File: src/core/async_serial_pkg.sv
// Function
// - Start bit then data, LSB first, duplex
// - Baud source may be external clock pin
// - Data write transmits; 7-bit sends bits 0-6
// - A data write starts transmission; a mode write enabling transmit also starts it if data was queued while off
// - Transmit register write-only, FFH, shares address
// - Shifter copies complete character to buffer
// - 7-bit receive leaves buffer bit 7 zero
// - Receive buffer read-only, FFH, writes transmit
// - Frame adds start, parity, stop bits
// - Enable bits 7,6 select operation mode
// - Parity field: none, zero, odd, even
// - Length bit: 7 or 8 data bits
// - Stop bit: one or two transmitted
// - Receiver checks only one stop bit
// - Suppress bit blocks errored receive pulse
// - Infrared select bit is stored only; no logic uses it
// - Odd or even parity mismatch sets flag; status read clears to 00H
// - Missing stop bit sets framing flag
// - Unread buffer on completion sets overrun
// - Overrun repeats until buffer is read
// - Rate is clock over 2^(n+1)(k+16)
// - Source 0 external, else clock/2..128
package async_serial_pkg;

    localparam logic [15:0] ADDR_MODE       = 16'hffa0;
    localparam logic [15:0] ADDR_STATUS     = 16'hffa1;
    localparam logic [15:0] ADDR_BAUD       = 16'hffa2;
    localparam logic [15:0] ADDR_DATA       = 16'hff18;

    localparam logic [7:0]  MODE_RESET      = 8'h00;
    localparam logic [7:0]  STATUS_RESET    = 8'h00;
    localparam logic [7:0]  BAUD_RESET      = 8'h00;
    localparam logic [7:0]  TX_DATA_RESET   = 8'hff;
    localparam logic [7:0]  RX_BUF_RESET    = 8'hff;
    localparam logic [7:0]  UNMAPPED_READ   = 8'h00;

    localparam logic [1:0]  PARITY_NONE     = 2'h0;
    localparam logic [1:0]  PARITY_ZERO     = 2'h1;
    localparam logic [1:0]  PARITY_ODD      = 2'h2;
    localparam logic [1:0]  PARITY_EVEN     = 2'h3;

    localparam logic [2:0]  SRC_EXTERNAL    = 3'h0;
    localparam logic [4:0]  DIV_BASE        = 5'h10;
    localparam int          PRESCALE_WIDTH  = 7;

    localparam int          DATA_WIDTH      = 8;
    localparam int          TX_FIFO_DEPTH   = 32;
    localparam logic [2:0]  LAST_BIT_7      = 3'h6;
    localparam logic [2:0]  LAST_BIT_8      = 3'h7;
    localparam int          MSB_INDEX       = 7;

    typedef struct packed {
        logic       transmitEnableBit;
        logic       receiveEnableBit;
        logic       paritySelectHigh;
        logic       paritySelectLow;
        logic       charLengthBit;
        logic       stopLengthBit;
        logic       errorIrqSuppress;
        logic       infraredModeSelect;
    } mode_s;

    typedef struct packed {
        logic [4:0] zeros;
        logic       parityErrorFlag;
        logic       framingErrorFlag;
        logic       overrunFlag;
    } status_s;

    typedef struct packed {
        logic       zero;
        logic [2:0] sourceSelect;
        logic [3:0] divideSelect;
    } baud_s;

    typedef enum logic [2:0] {
        TX_IDLE   = 3'b000,
        TX_START  = 3'b001,
        TX_DATA   = 3'b010,
        TX_PARITY = 3'b011,
        TX_STOP   = 3'b100
    } tx_state_e;

    typedef enum logic [2:0] {
        RX_IDLE   = 3'b000,
        RX_START  = 3'b001,
        RX_DATA   = 3'b010,
        RX_PARITY = 3'b011,
        RX_STOP   = 3'b100
    } rx_state_e;

endpackage

File: src/core/sync_fifo.sv
`timescale 1ns/100ps
module sync_fifo #(
    parameter int WIDTH = 8,
    parameter int DEPTH = 32
) (
    input  wire logic             sys_clk,
    input  wire logic             rst,
    input  wire logic             inValid,
    output logic                  inReady,
    input  wire logic [WIDTH-1:0] inData,
    output logic                  outValid,
    input  wire logic             outReady,
    output logic      [WIDTH-1:0] outData
);
    localparam int PW = $clog2(DEPTH);

    logic [WIDTH-1:0] store [DEPTH];
    logic [PW:0]      wrPtr_reg;
    logic [PW:0]      rdPtr_reg;
    logic             push;
    logic             pop;

    assign inReady  = (wrPtr_reg[PW] == rdPtr_reg[PW]) || (wrPtr_reg[PW-1:0] != rdPtr_reg[PW-1:0]);
    assign outValid = (wrPtr_reg != rdPtr_reg);
    assign outData  = store[rdPtr_reg[PW-1:0]];
    assign push     = inValid && inReady;
    assign pop      = outValid && outReady;

    always_ff @(posedge sys_clk) begin
        if (push) begin
            store[wrPtr_reg[PW-1:0]] <= inData;
        end
    end

    always_ff @(posedge sys_clk or posedge rst) begin
        if (rst) begin
            wrPtr_reg <= '0;
            rdPtr_reg <= '0;
        end else begin
            if (push) begin
                wrPtr_reg <= wrPtr_reg + 1'b1;
            end
            if (pop) begin
                rdPtr_reg <= rdPtr_reg + 1'b1;
            end
        end
    end
endmodule // sync_fifo

File: src/core/async_serial_port_core.sv
`timescale 1ns/100ps
module async_serial_port_core
    import async_serial_pkg::*;
(
    input  wire logic        sys_clk,
    input  wire logic        rst,
    input  wire logic [15:0] cpuAddr,
    input  wire logic        cpuWrite,
    input  wire logic        cpuRead,
    input  wire logic [7:0]  cpuWdata,
    output logic      [7:0]  cpuRdata,
    output logic             txReady,
    input  wire logic        serialInPin,
    input  wire logic        externalBaudClockPin,
    output logic             serialOutPin,
    output logic             serialOutOe_n,
    output logic             receiveDoneIrq,
    output logic             transmitDoneIrq
);

    mode_s            serialModeControl_reg;
    status_s          receiveErrorStatus_reg;
    baud_s            baudDividerControl_reg;
    logic [7:0]       transmitData_reg;
    logic [7:0]       receiveDataBuffer_reg;
    logic [7:0]       cpuRdata_reg;
    logic             rxUnread_reg;

    logic             wrMode;
    logic             wrBaud;
    logic             wrData;
    logic             rdStatus;
    logic             rdRxBuf;
    logic [1:0]       paritySel;
    logic             anyEnable;

    // Bus decode
    assign wrMode    = cpuWrite && (cpuAddr == ADDR_MODE);
    assign wrBaud    = cpuWrite && (cpuAddr == ADDR_BAUD);
    assign wrData    = cpuWrite && (cpuAddr == ADDR_DATA);
    assign rdStatus  = cpuRead && (cpuAddr == ADDR_STATUS);
    assign rdRxBuf   = cpuRead && (cpuAddr == ADDR_DATA);
    assign paritySel = {serialModeControl_reg.paritySelectHigh, serialModeControl_reg.paritySelectLow};
    assign anyEnable = serialModeControl_reg.transmitEnableBit || serialModeControl_reg.receiveEnableBit;

    function automatic logic parityOf(input logic [7:0] data, input logic [1:0] sel);
        logic p;
        p = 1'b0;
        if (sel == PARITY_ODD) begin
            p = ~^data;
        end else if (sel == PARITY_EVEN) begin
            p = ^data;
        end
        return p;
    endfunction

    function automatic logic [6:0] sourceMask(input logic [2:0] n);
        logic [6:0] m;
        m = 7'h00;
        for (int i = 0; i < PRESCALE_WIDTH; i++) begin
            if (i < int'(n)) begin
                m[i] = 1'b1;
            end
        end
        return m;
    endfunction

    // Register writes
    always_ff @(posedge sys_clk or posedge rst) begin
        if (rst) begin
            serialModeControl_reg  <= MODE_RESET;
            baudDividerControl_reg <= BAUD_RESET;
            transmitData_reg       <= TX_DATA_RESET;
        end else begin
            if (wrMode) begin
                serialModeControl_reg <= cpuWdata;
            end
            if (wrBaud) begin
                baudDividerControl_reg <= {1'b0, cpuWdata[6:0]};
            end
            if (wrData) begin
                transmitData_reg <= cpuWdata;
            end
        end
    end

    // Register reads, one cycle after the strobe
    always_ff @(posedge sys_clk or posedge rst) begin
        if (rst) begin
            cpuRdata_reg <= UNMAPPED_READ;
        end else if (cpuRead) begin
            if (cpuAddr == ADDR_MODE) begin
                cpuRdata_reg <= serialModeControl_reg;
            end else if (cpuAddr == ADDR_STATUS) begin
                cpuRdata_reg <= receiveErrorStatus_reg;
            end else if (cpuAddr == ADDR_BAUD) begin
                cpuRdata_reg <= baudDividerControl_reg;
            end else if (cpuAddr == ADDR_DATA) begin
                cpuRdata_reg <= receiveDataBuffer_reg;
            end else begin
                cpuRdata_reg <= UNMAPPED_READ;
            end
        end
    end
    assign cpuRdata = cpuRdata_reg;

    // Baud generator: prescaler, then divide by k+16 into half-bit ticks
    logic [6:0]       prescale_reg;
    logic             extClkLast_reg;
    logic [4:0]       divCount_reg;
    logic             sourceTick;
    logic             halfTick;
    logic             bitPhase_reg;
    logic             bitTick;
    logic [4:0]       divLast;

    always_ff @(posedge sys_clk or posedge rst) begin
        if (rst) begin
            prescale_reg   <= '0;
            extClkLast_reg <= 1'b0;
        end else begin
            prescale_reg   <= anyEnable ? prescale_reg + 1'b1 : '0;
            extClkLast_reg <= externalBaudClockPin;
        end
    end

    always_comb begin
        if (baudDividerControl_reg.sourceSelect == SRC_EXTERNAL) begin
            sourceTick = externalBaudClockPin && !extClkLast_reg;
        end else begin
            sourceTick = (prescale_reg & sourceMask(baudDividerControl_reg.sourceSelect))
                         == sourceMask(baudDividerControl_reg.sourceSelect);
        end
    end

    assign divLast  = DIV_BASE + {1'b0, baudDividerControl_reg.divideSelect} - 5'h01;
    assign halfTick = anyEnable && sourceTick && (divCount_reg == divLast);
    assign bitTick  = halfTick && bitPhase_reg;

    always_ff @(posedge sys_clk or posedge rst) begin
        if (rst) begin
            divCount_reg <= '0;
            bitPhase_reg <= 1'b0;
        end else if (!anyEnable) begin
            divCount_reg <= '0;
            bitPhase_reg <= 1'b0;
        end else if (sourceTick) begin
            divCount_reg <= (divCount_reg == divLast) ? 5'h00 : divCount_reg + 5'h01;
            if (divCount_reg == divLast) begin
                bitPhase_reg <= !bitPhase_reg;
            end
        end
    end

    // Transmit path
    tx_state_e        txState_reg;
    logic [7:0]       txShift_reg;
    logic [2:0]       txBit_reg;
    logic [1:0]       txStopLeft_reg;
    logic             serialOut_reg;
    logic             txDone_reg;
    logic             fifoValid;
    logic [7:0]       fifoData;
    logic             fifoPop;
    logic [2:0]       txLastBit;

    assign fifoPop   = (txState_reg == TX_IDLE) && fifoValid && serialModeControl_reg.transmitEnableBit;
    assign txLastBit = serialModeControl_reg.charLengthBit ? LAST_BIT_8 : LAST_BIT_7;

    sync_fifo #(
        .WIDTH (DATA_WIDTH),
        .DEPTH (TX_FIFO_DEPTH)
    ) txFifo (
        .sys_clk  (sys_clk),
        .rst      (rst),
        .inValid  (wrData),
        .inReady  (txReady),
        .inData   (cpuWdata),
        .outValid (fifoValid),
        .outReady (fifoPop),
        .outData  (fifoData)
    );

    always_ff @(posedge sys_clk or posedge rst) begin
        if (rst) begin
            txState_reg   <= TX_IDLE;
            txShift_reg   <= TX_DATA_RESET;
            txBit_reg     <= '0;
            txStopLeft_reg <= '0;
            serialOut_reg <= 1'b1;
            txDone_reg    <= 1'b0;
        end else begin
            txDone_reg <= 1'b0;
            if (!serialModeControl_reg.transmitEnableBit) begin
                txState_reg   <= TX_IDLE;
                serialOut_reg <= 1'b1;
            end else begin
                case (txState_reg)
                    TX_IDLE: begin
                        serialOut_reg <= 1'b1;
                        if (fifoPop) begin
                            txShift_reg <= serialModeControl_reg.charLengthBit ? fifoData
                                                                               : {1'b0, fifoData[6:0]};
                            txState_reg <= TX_START;
                        end
                    end
                    TX_START: begin
                        if (bitTick) begin
                            serialOut_reg <= 1'b0;
                            txBit_reg     <= '0;
                            txState_reg   <= TX_DATA;
                        end
                    end
                    TX_DATA: begin
                        if (bitTick) begin
                            serialOut_reg <= txShift_reg[txBit_reg];
                            if (txBit_reg == txLastBit) begin
                                // Without parity this state sends the first stop bit instead
                                txState_reg <= TX_PARITY;
                            end
                            txBit_reg <= txBit_reg + 3'h1;
                        end
                    end
                    TX_PARITY: begin
                        if (bitTick) begin
                            if (paritySel == PARITY_NONE) begin
                                serialOut_reg  <= 1'b1;
                                txStopLeft_reg <= {1'b0, serialModeControl_reg.stopLengthBit};
                            end else begin
                                serialOut_reg  <= parityOf(txShift_reg, paritySel);
                                txStopLeft_reg <= {1'b0, serialModeControl_reg.stopLengthBit} + 2'h1;
                            end
                            txState_reg <= TX_STOP;
                        end
                    end
                    TX_STOP: begin
                        if (bitTick) begin
                            serialOut_reg <= 1'b1;
                            if (txStopLeft_reg != 2'h0) begin
                                txStopLeft_reg <= txStopLeft_reg - 2'h1;
                            end else begin
                                txState_reg <= TX_IDLE;
                                txDone_reg  <= 1'b1;
                            end
                        end
                    end
                    default: begin
                        txState_reg <= TX_IDLE;
                    end
                endcase
            end
        end
    end

    assign serialOutPin    = serialOut_reg;
    assign serialOutOe_n   = !serialModeControl_reg.transmitEnableBit;
    assign transmitDoneIrq = txDone_reg;

    // Receive path
    rx_state_e        rxState_reg;
    logic [7:0]       rxShifter_reg;
    logic [2:0]       rxBit_reg;
    logic             rxHalf_reg;
    logic             rxIn_reg;
    logic             rxParity_reg;
    logic             rxDone_reg;
    logic             rxSample;
    logic             rxComplete;
    logic             rxFrameErr;
    logic             rxParityErr;
    logic             rxOverrun;
    logic             rxAnyErr;

    assign rxSample    = halfTick && rxHalf_reg;
    assign rxComplete  = (rxState_reg == RX_STOP) && rxSample;
    assign rxFrameErr  = !rxIn_reg;
    assign rxParityErr = (paritySel == PARITY_ODD || paritySel == PARITY_EVEN)
                         && (rxParity_reg != parityOf(rxShifter_reg, paritySel));
    assign rxOverrun   = rxUnread_reg && !rdRxBuf;
    assign rxAnyErr    = rxFrameErr || rxParityErr || rxOverrun;

    always_ff @(posedge sys_clk or posedge rst) begin
        if (rst) begin
            rxIn_reg      <= 1'b1;
            rxState_reg   <= RX_IDLE;
            rxShifter_reg <= '0;
            rxBit_reg     <= '0;
            rxHalf_reg    <= 1'b0;
            rxParity_reg  <= 1'b0;
        end else begin
            rxIn_reg <= serialInPin;
            if (!serialModeControl_reg.receiveEnableBit) begin
                rxState_reg <= RX_IDLE;
            end else begin
                if (halfTick) begin
                    rxHalf_reg <= !rxHalf_reg;
                end
                case (rxState_reg)
                    RX_IDLE: begin
                        rxHalf_reg <= 1'b0;
                        if (!rxIn_reg) begin
                            rxState_reg <= RX_START;
                        end
                    end
                    RX_START: begin
                        if (halfTick) begin
                            rxHalf_reg    <= 1'b0;
                            rxBit_reg     <= '0;
                            rxShifter_reg <= '0;
                            rxState_reg   <= rxIn_reg ? RX_IDLE : RX_DATA;
                        end
                    end
                    RX_DATA: begin
                        if (rxSample) begin
                            rxShifter_reg[rxBit_reg] <= rxIn_reg;
                            rxBit_reg <= rxBit_reg + 3'h1;
                            if (rxBit_reg == txLastBit) begin
                                rxState_reg <= (paritySel == PARITY_NONE) ? RX_STOP : RX_PARITY;
                            end
                        end
                    end
                    RX_PARITY: begin
                        if (rxSample) begin
                            rxParity_reg <= rxIn_reg;
                            rxState_reg  <= RX_STOP;
                        end
                    end
                    RX_STOP: begin
                        if (rxSample) begin
                            rxState_reg <= RX_IDLE;
                        end
                    end
                    default: begin
                        rxState_reg <= RX_IDLE;
                    end
                endcase
            end
        end
    end

    // Buffer, flags and completion pulse; a completion beats a same-cycle clear
    always_ff @(posedge sys_clk or posedge rst) begin
        if (rst) begin
            receiveDataBuffer_reg  <= RX_BUF_RESET;
            receiveErrorStatus_reg <= STATUS_RESET;
            rxUnread_reg           <= 1'b0;
            rxDone_reg             <= 1'b0;
        end else begin
            rxDone_reg <= rxComplete && !(serialModeControl_reg.errorIrqSuppress && rxAnyErr);
            if (rxComplete) begin
                receiveDataBuffer_reg <= rxShifter_reg;
                rxUnread_reg          <= 1'b1;
            end else if (rdRxBuf) begin
                rxUnread_reg <= 1'b0;
            end
            if (rdStatus) begin
                receiveErrorStatus_reg <= STATUS_RESET;
            end
            if (rxComplete) begin
                receiveErrorStatus_reg.zeros <= '0;
                if (rxParityErr) begin
                    receiveErrorStatus_reg.parityErrorFlag <= 1'b1;
                end
                if (rxFrameErr) begin
                    receiveErrorStatus_reg.framingErrorFlag <= 1'b1;
                end
                if (rxOverrun) begin
                    receiveErrorStatus_reg.overrunFlag <= 1'b1;
                end
            end
        end
    end

    assign receiveDoneIrq = rxDone_reg;
endmodule // async_serial_port_core

File: config.mk
export PLATFORM = sky130hd
export DESIGN_NAME = async_serial_port_core
export DESIGN_NICKNAME = d
export VERILOG_FILES = /design/src/core/async_serial_pkg.sv /design/src/core/sync_fifo.sv /design/src/core/async_serial_port_core.sv
export SDC_FILE = /design/constraint.sdc
export NUM_CORES = 1
export LEC_CHECK = 0
export ABC_AREA = 1
export BUFFER_PORTS_ARGS = -buffer_cell sky130_fd_sc_hd__buf_2
export CAP_MARGIN = 5
export CORE_ASPECT_RATIO = 1.1
export CORE_UTILIZATION = 55
export DETAILED_ROUTE_END_ITERATION = 8
export PLACE_DENSITY_LB_ADDON = 0.1
export SLEW_MARGIN = 20
export SYNTH_ARGS = -nofsm -noshare
export SYNTH_HDL_FRONTEND = slang
export SYNTH_SLANG_ARGS = --single-unit
export TNS_END_PERCENT = 50
File: constraint.sdc
create_clock -name sys_clk -period 3.9 [get_ports sys_clk]
set_clock_uncertainty 0.1 [all_clocks]
set_input_delay 0.39 -clock sys_clk [delete_from_list [all_inputs] [get_ports sys_clk]]
set_output_delay 0.39 -clock sys_clk [all_outputs]
set_load 0.1 [all_outputs]
==> flow_metrics.py <==
metrics = {
    "floorplanning": {
        "chipHeight_um": 178,
        "start_util": 0.559,
        "fp.dieArea_um2": 28900,
        "core_area_um2": 27800,
        "floorplan.die.width_um": 162,
        "io_pins": 43,
        "num_rows": 64,
    },
    "route": {
        "detail_route.wirelength.met1_um": 15600,
        "highest-signal-layer": "met4",
        "wirelength_um": 37200,
        "dr.pass1.iters": 5,
        "met2_wirelength_um": 18000,
        "initialDrtViolationCount": 1020,
        "drc_errors": 0,
        "post_drt_via_cell_ratio": 5.80,
        "wire_per_inst_um": 19.7,
        "met3_wire_len_um": 2380,
        "postRouteAntennaNets": 0,
        "via_count": 11000,
    },
    "cts": {
        "clock_path_buffers": 3,
        "hold_buffers": 3,
        "inserted_clock_buffers": 37,
        "clk_transition_reported_paths_ps": 60,
        "clock_sinks": 353,
        "tritoncts": "built",
        "post_cts_buffers": 0,
        "clock_latency_ps": 530,
        "clk_root_buffer_cell": "clkbuf_16",
        "post_cts_resize_count": 0,
        "clock_tree.htree_level_count": 2,
    },
    "power_and_ir_drop": {
        "p_sw_mw": 3.67,
        "power.share.clock": 0.327,
        "internal_power_of_the_cells_mw": 7.10,
        "vdd_ir_drop_max_mv": 0.496,
        "sw_frac_of_total": 0.341,
        "comb_power_share": 0.261,
        "power_leakage_nw": 6.48,
        "power.sequential.fraction": 0.411,
        "power.density_nw_per_um2": 624,
    },
    "grt": {
        "first_pass_grt_wire_length_um": 57900,
        "antenna_found_initial": 0,
        "globalRouteTotalUtil": 0.264,
        "first_global_vias": 10500,
        "largest_net_degree_at_the_start_of_global_routing": 130,
        "grt_overflow": 0,
    },
    "timing": {
        "transition_time_at_the_pin_with_the_least_slew_margin_ps": 1020,
        "timing_hold_violations_final": 0,
        "max_freq_mhz": 334,
        "fin_crit_ps": 2990,
        "final.setup.tns_ps": 0,
        "slew-limit-headroom": 0.317,
        "setup_viol": 0,
        "rsz0062_at_grt": "false",
        "period_share": 0.767,
        "timing_max_transition_violations_final": 0,
    },
    "layout": {
        "mostFrequentLayoutCell": "nand2_1",
        "area_growth_pct": 11.3,
        "layout.nets": 1544,
        "largest_register_ff_count": 256,
        "drive_gt1_frac": 0.108,
        "post_layout_nonfiller_instances": 1891,
        "final_cell_mix": "265 x nand2_1, 256 x edfxtp_1, 221 x nor2_1, 176 x o21ai_0, 79 x inv_1",
        "insertedDiodeCount": 0,
    },
    "min_path": {
        "timing.hold.worst.class": "in2reg",
    },
    "worst_setup_path": {
        "critPathRequiredTime_ps": 4210,
        "worst-path-max-fanout": 22,
        "critical_path_class": "reg2reg",
        "cp-end-kind": "flop",
        "critPathLaunchType": "flop",
        "worst-endpoint-arrival_ps": 3300,
    },
    "logic_synthesis": {
        "synth_cell_type_count": 45,
        "synth.avg_cell_area_um2": 10.6,
        "sequential_cell_area_fraction_in_the_yosys_report": 0.653,
        "synth_warnings": 0,
        "syn_inst": 1469,
        "mappedNetlistArea_um2": 15500,
        "synth_seq_cells": 353,
        "syn_nets": 1513,
    },
    "placed_design": {
        "dp.final_hpwl_um": 23700,
        "final_estimated_routing_congestion_in_global_placement": 0.883,
        "total_placed_cells_including_tap_cells": 1821,
        "portBuffers": 42,
    },
    "flow_run": {
        "timing.max_cap.violations": 0,
    },
    "outcome": {
        "status": "finished, final reports clean",
    },
}
-- power groups by stage --
stage	sequential (mW)	clock, mW	combinational (mW)
detailed placement	4.49	0	2.76
finish	4.43	3.53	2.81
global placement	4.49	0	2.73
global route	4.45	3.72	3.07
CTS	4.42	3.57	2.78
floorplan	4.42	0	1.95
-- worst paths after layout --
| check | from | end | slack (ps) | cells past startpoint |
|---|---|---|---|---|
| setup / recovery | baudDividerControl_reg[0]$_DFFE_PP0P_ | rxShifter_reg[4]$_DFFE_PP0P_ | 910 | 18 |
| hold / removal | cpuRead | cpuRdata[2]$_DFFE_PP0P_ | 90 | 3 |
| setup reg to reg | baudDividerControl_reg[0]$_DFFE_PP0P_ | rxShifter_reg[4]$_DFFE_PP0P_ | 910 | 18 |
| hold reg to reg | txStopLeft_reg[1]$_DFFE_PP0P_ | txStopLeft_reg[1]$_DFFE_PP0P_ | 370 | 2 |
| max in group asynchronous | rst | serialOutPin$_DFFE_PP1P_ | 2390 | 4 |
| min in group asynchronous | rst | rxBit_reg[1]$_DFFE_PP0P_ | 460 | 3 |
-- routing by layer --
metal / global-route usage / up-vias
li1: - / 5202
met1: 0.346 / 5280
met2: 0.443 / 406
met3: 0.0407 / 88
met4: 0.102 / 0
met5: 0 / -
-- cells in the mapped netlist, drive strengths merged --
cell | instances | share of area
o211ai | 10 | 0.0048
a221oi | 1 | 0.00056
a21oi | 20 | 0.0067
dfstp | 18 | 0.030
inv | 86 | 0.021
nor4 | 1 | 0.00040
a21boi | 1 | 0.0012
xor2 | 18 | 0.010
or2 | 1 | 0.00040
dfrtp | 79 | 0.13
nand3b | 2 | 0.00097
or3 | 1 | 0.00040
nand3 | 82 | 0.028
nor3 | 19 | 0.0064
clkinv | 6 | 0.0015
nor2 | 223 | 0.054
o21bai | 1 | 0.00048
nor3b | 1 | 0.00048
mux2 | 8 | 0.0058
a31oi | 1 | 0.00040
and3b | 1 | 0.00056
o22ai | 35 | 0.014
buf | 22 | 0.0073
ha | 14 | 0.011
o221ai | 24 | 0.014
o2111ai | 5 | 0.0028
o21a | 1 | 0.00048
edfxtp | 256 | 0.50
nand2 | 267 | 0.065
nand4 | 26 | 0.010
xnor2 | 12 | 0.0068
o21ai | 184 | 0.060
clkbuf | 43 | 0.010
-- final cells by class --
cell class,count,area [um^2]
sequential,353,10100
clock inverter,24,234
multi-input combinational,959,4770
tap,363,454
fill,2250,10500
timing repair buffer,57,343
inverter,92,349
clock buffer,43,982
-- kinds of logic (layout without fill, tap and decap cells) --
group                      count (synthesis)  after routing  synth area share
and+or+nand+nor                          624            624             0.168
buffers and inverters                    157            216            0.0400
muxes                                      8              8           0.00580
AOI/OAI and AO/OA                        283            283             0.105
xor gates and xnor gates                  30             30            0.0169
adders and majority gates                 14             14            0.0113
DFF                                      353            353             0.653
-- critical path: stages, from the launching register on --
cell	delay, ps
dfrtp_1	390
inv_2	70
ha_1	300
inv_1	60
nand2_1	40
nand2_1	60
nand2_1	40
nor2_1	140
nand3_1	120
nor2_1	130
nand2_1	130
inv_1	80
ha_1	250
nand3_1	110
nand2_1	120
a21boi_4	530
nand2_1	110
nand2_1	80
nand2_1	40
-- per-stage QoR --
| stage | util | power [mW] | setup slack [ps] | hold WS [ps] | area (um^2) |
|---|---|---|---|---|---|
| floorplan | - | 6.38 | 691 | 294 | 15500 |
| global placement | 0.577 | 7.22 | 923 | 358 | 16000 |
| detailed placement | 0.577 | 7.25 | 912 | 360 | 16000 |
| CTS | 0.622 | 10.8 | 905 | 74.9 | 17300 |
| global route | 0.622 | 11.2 | 545 | 86.7 | 17300 |
| finish | 0.622 | 10.8 | 910 | 89.7 | 17300 |
Note: power is estimated with default switching activity, not from simulation.
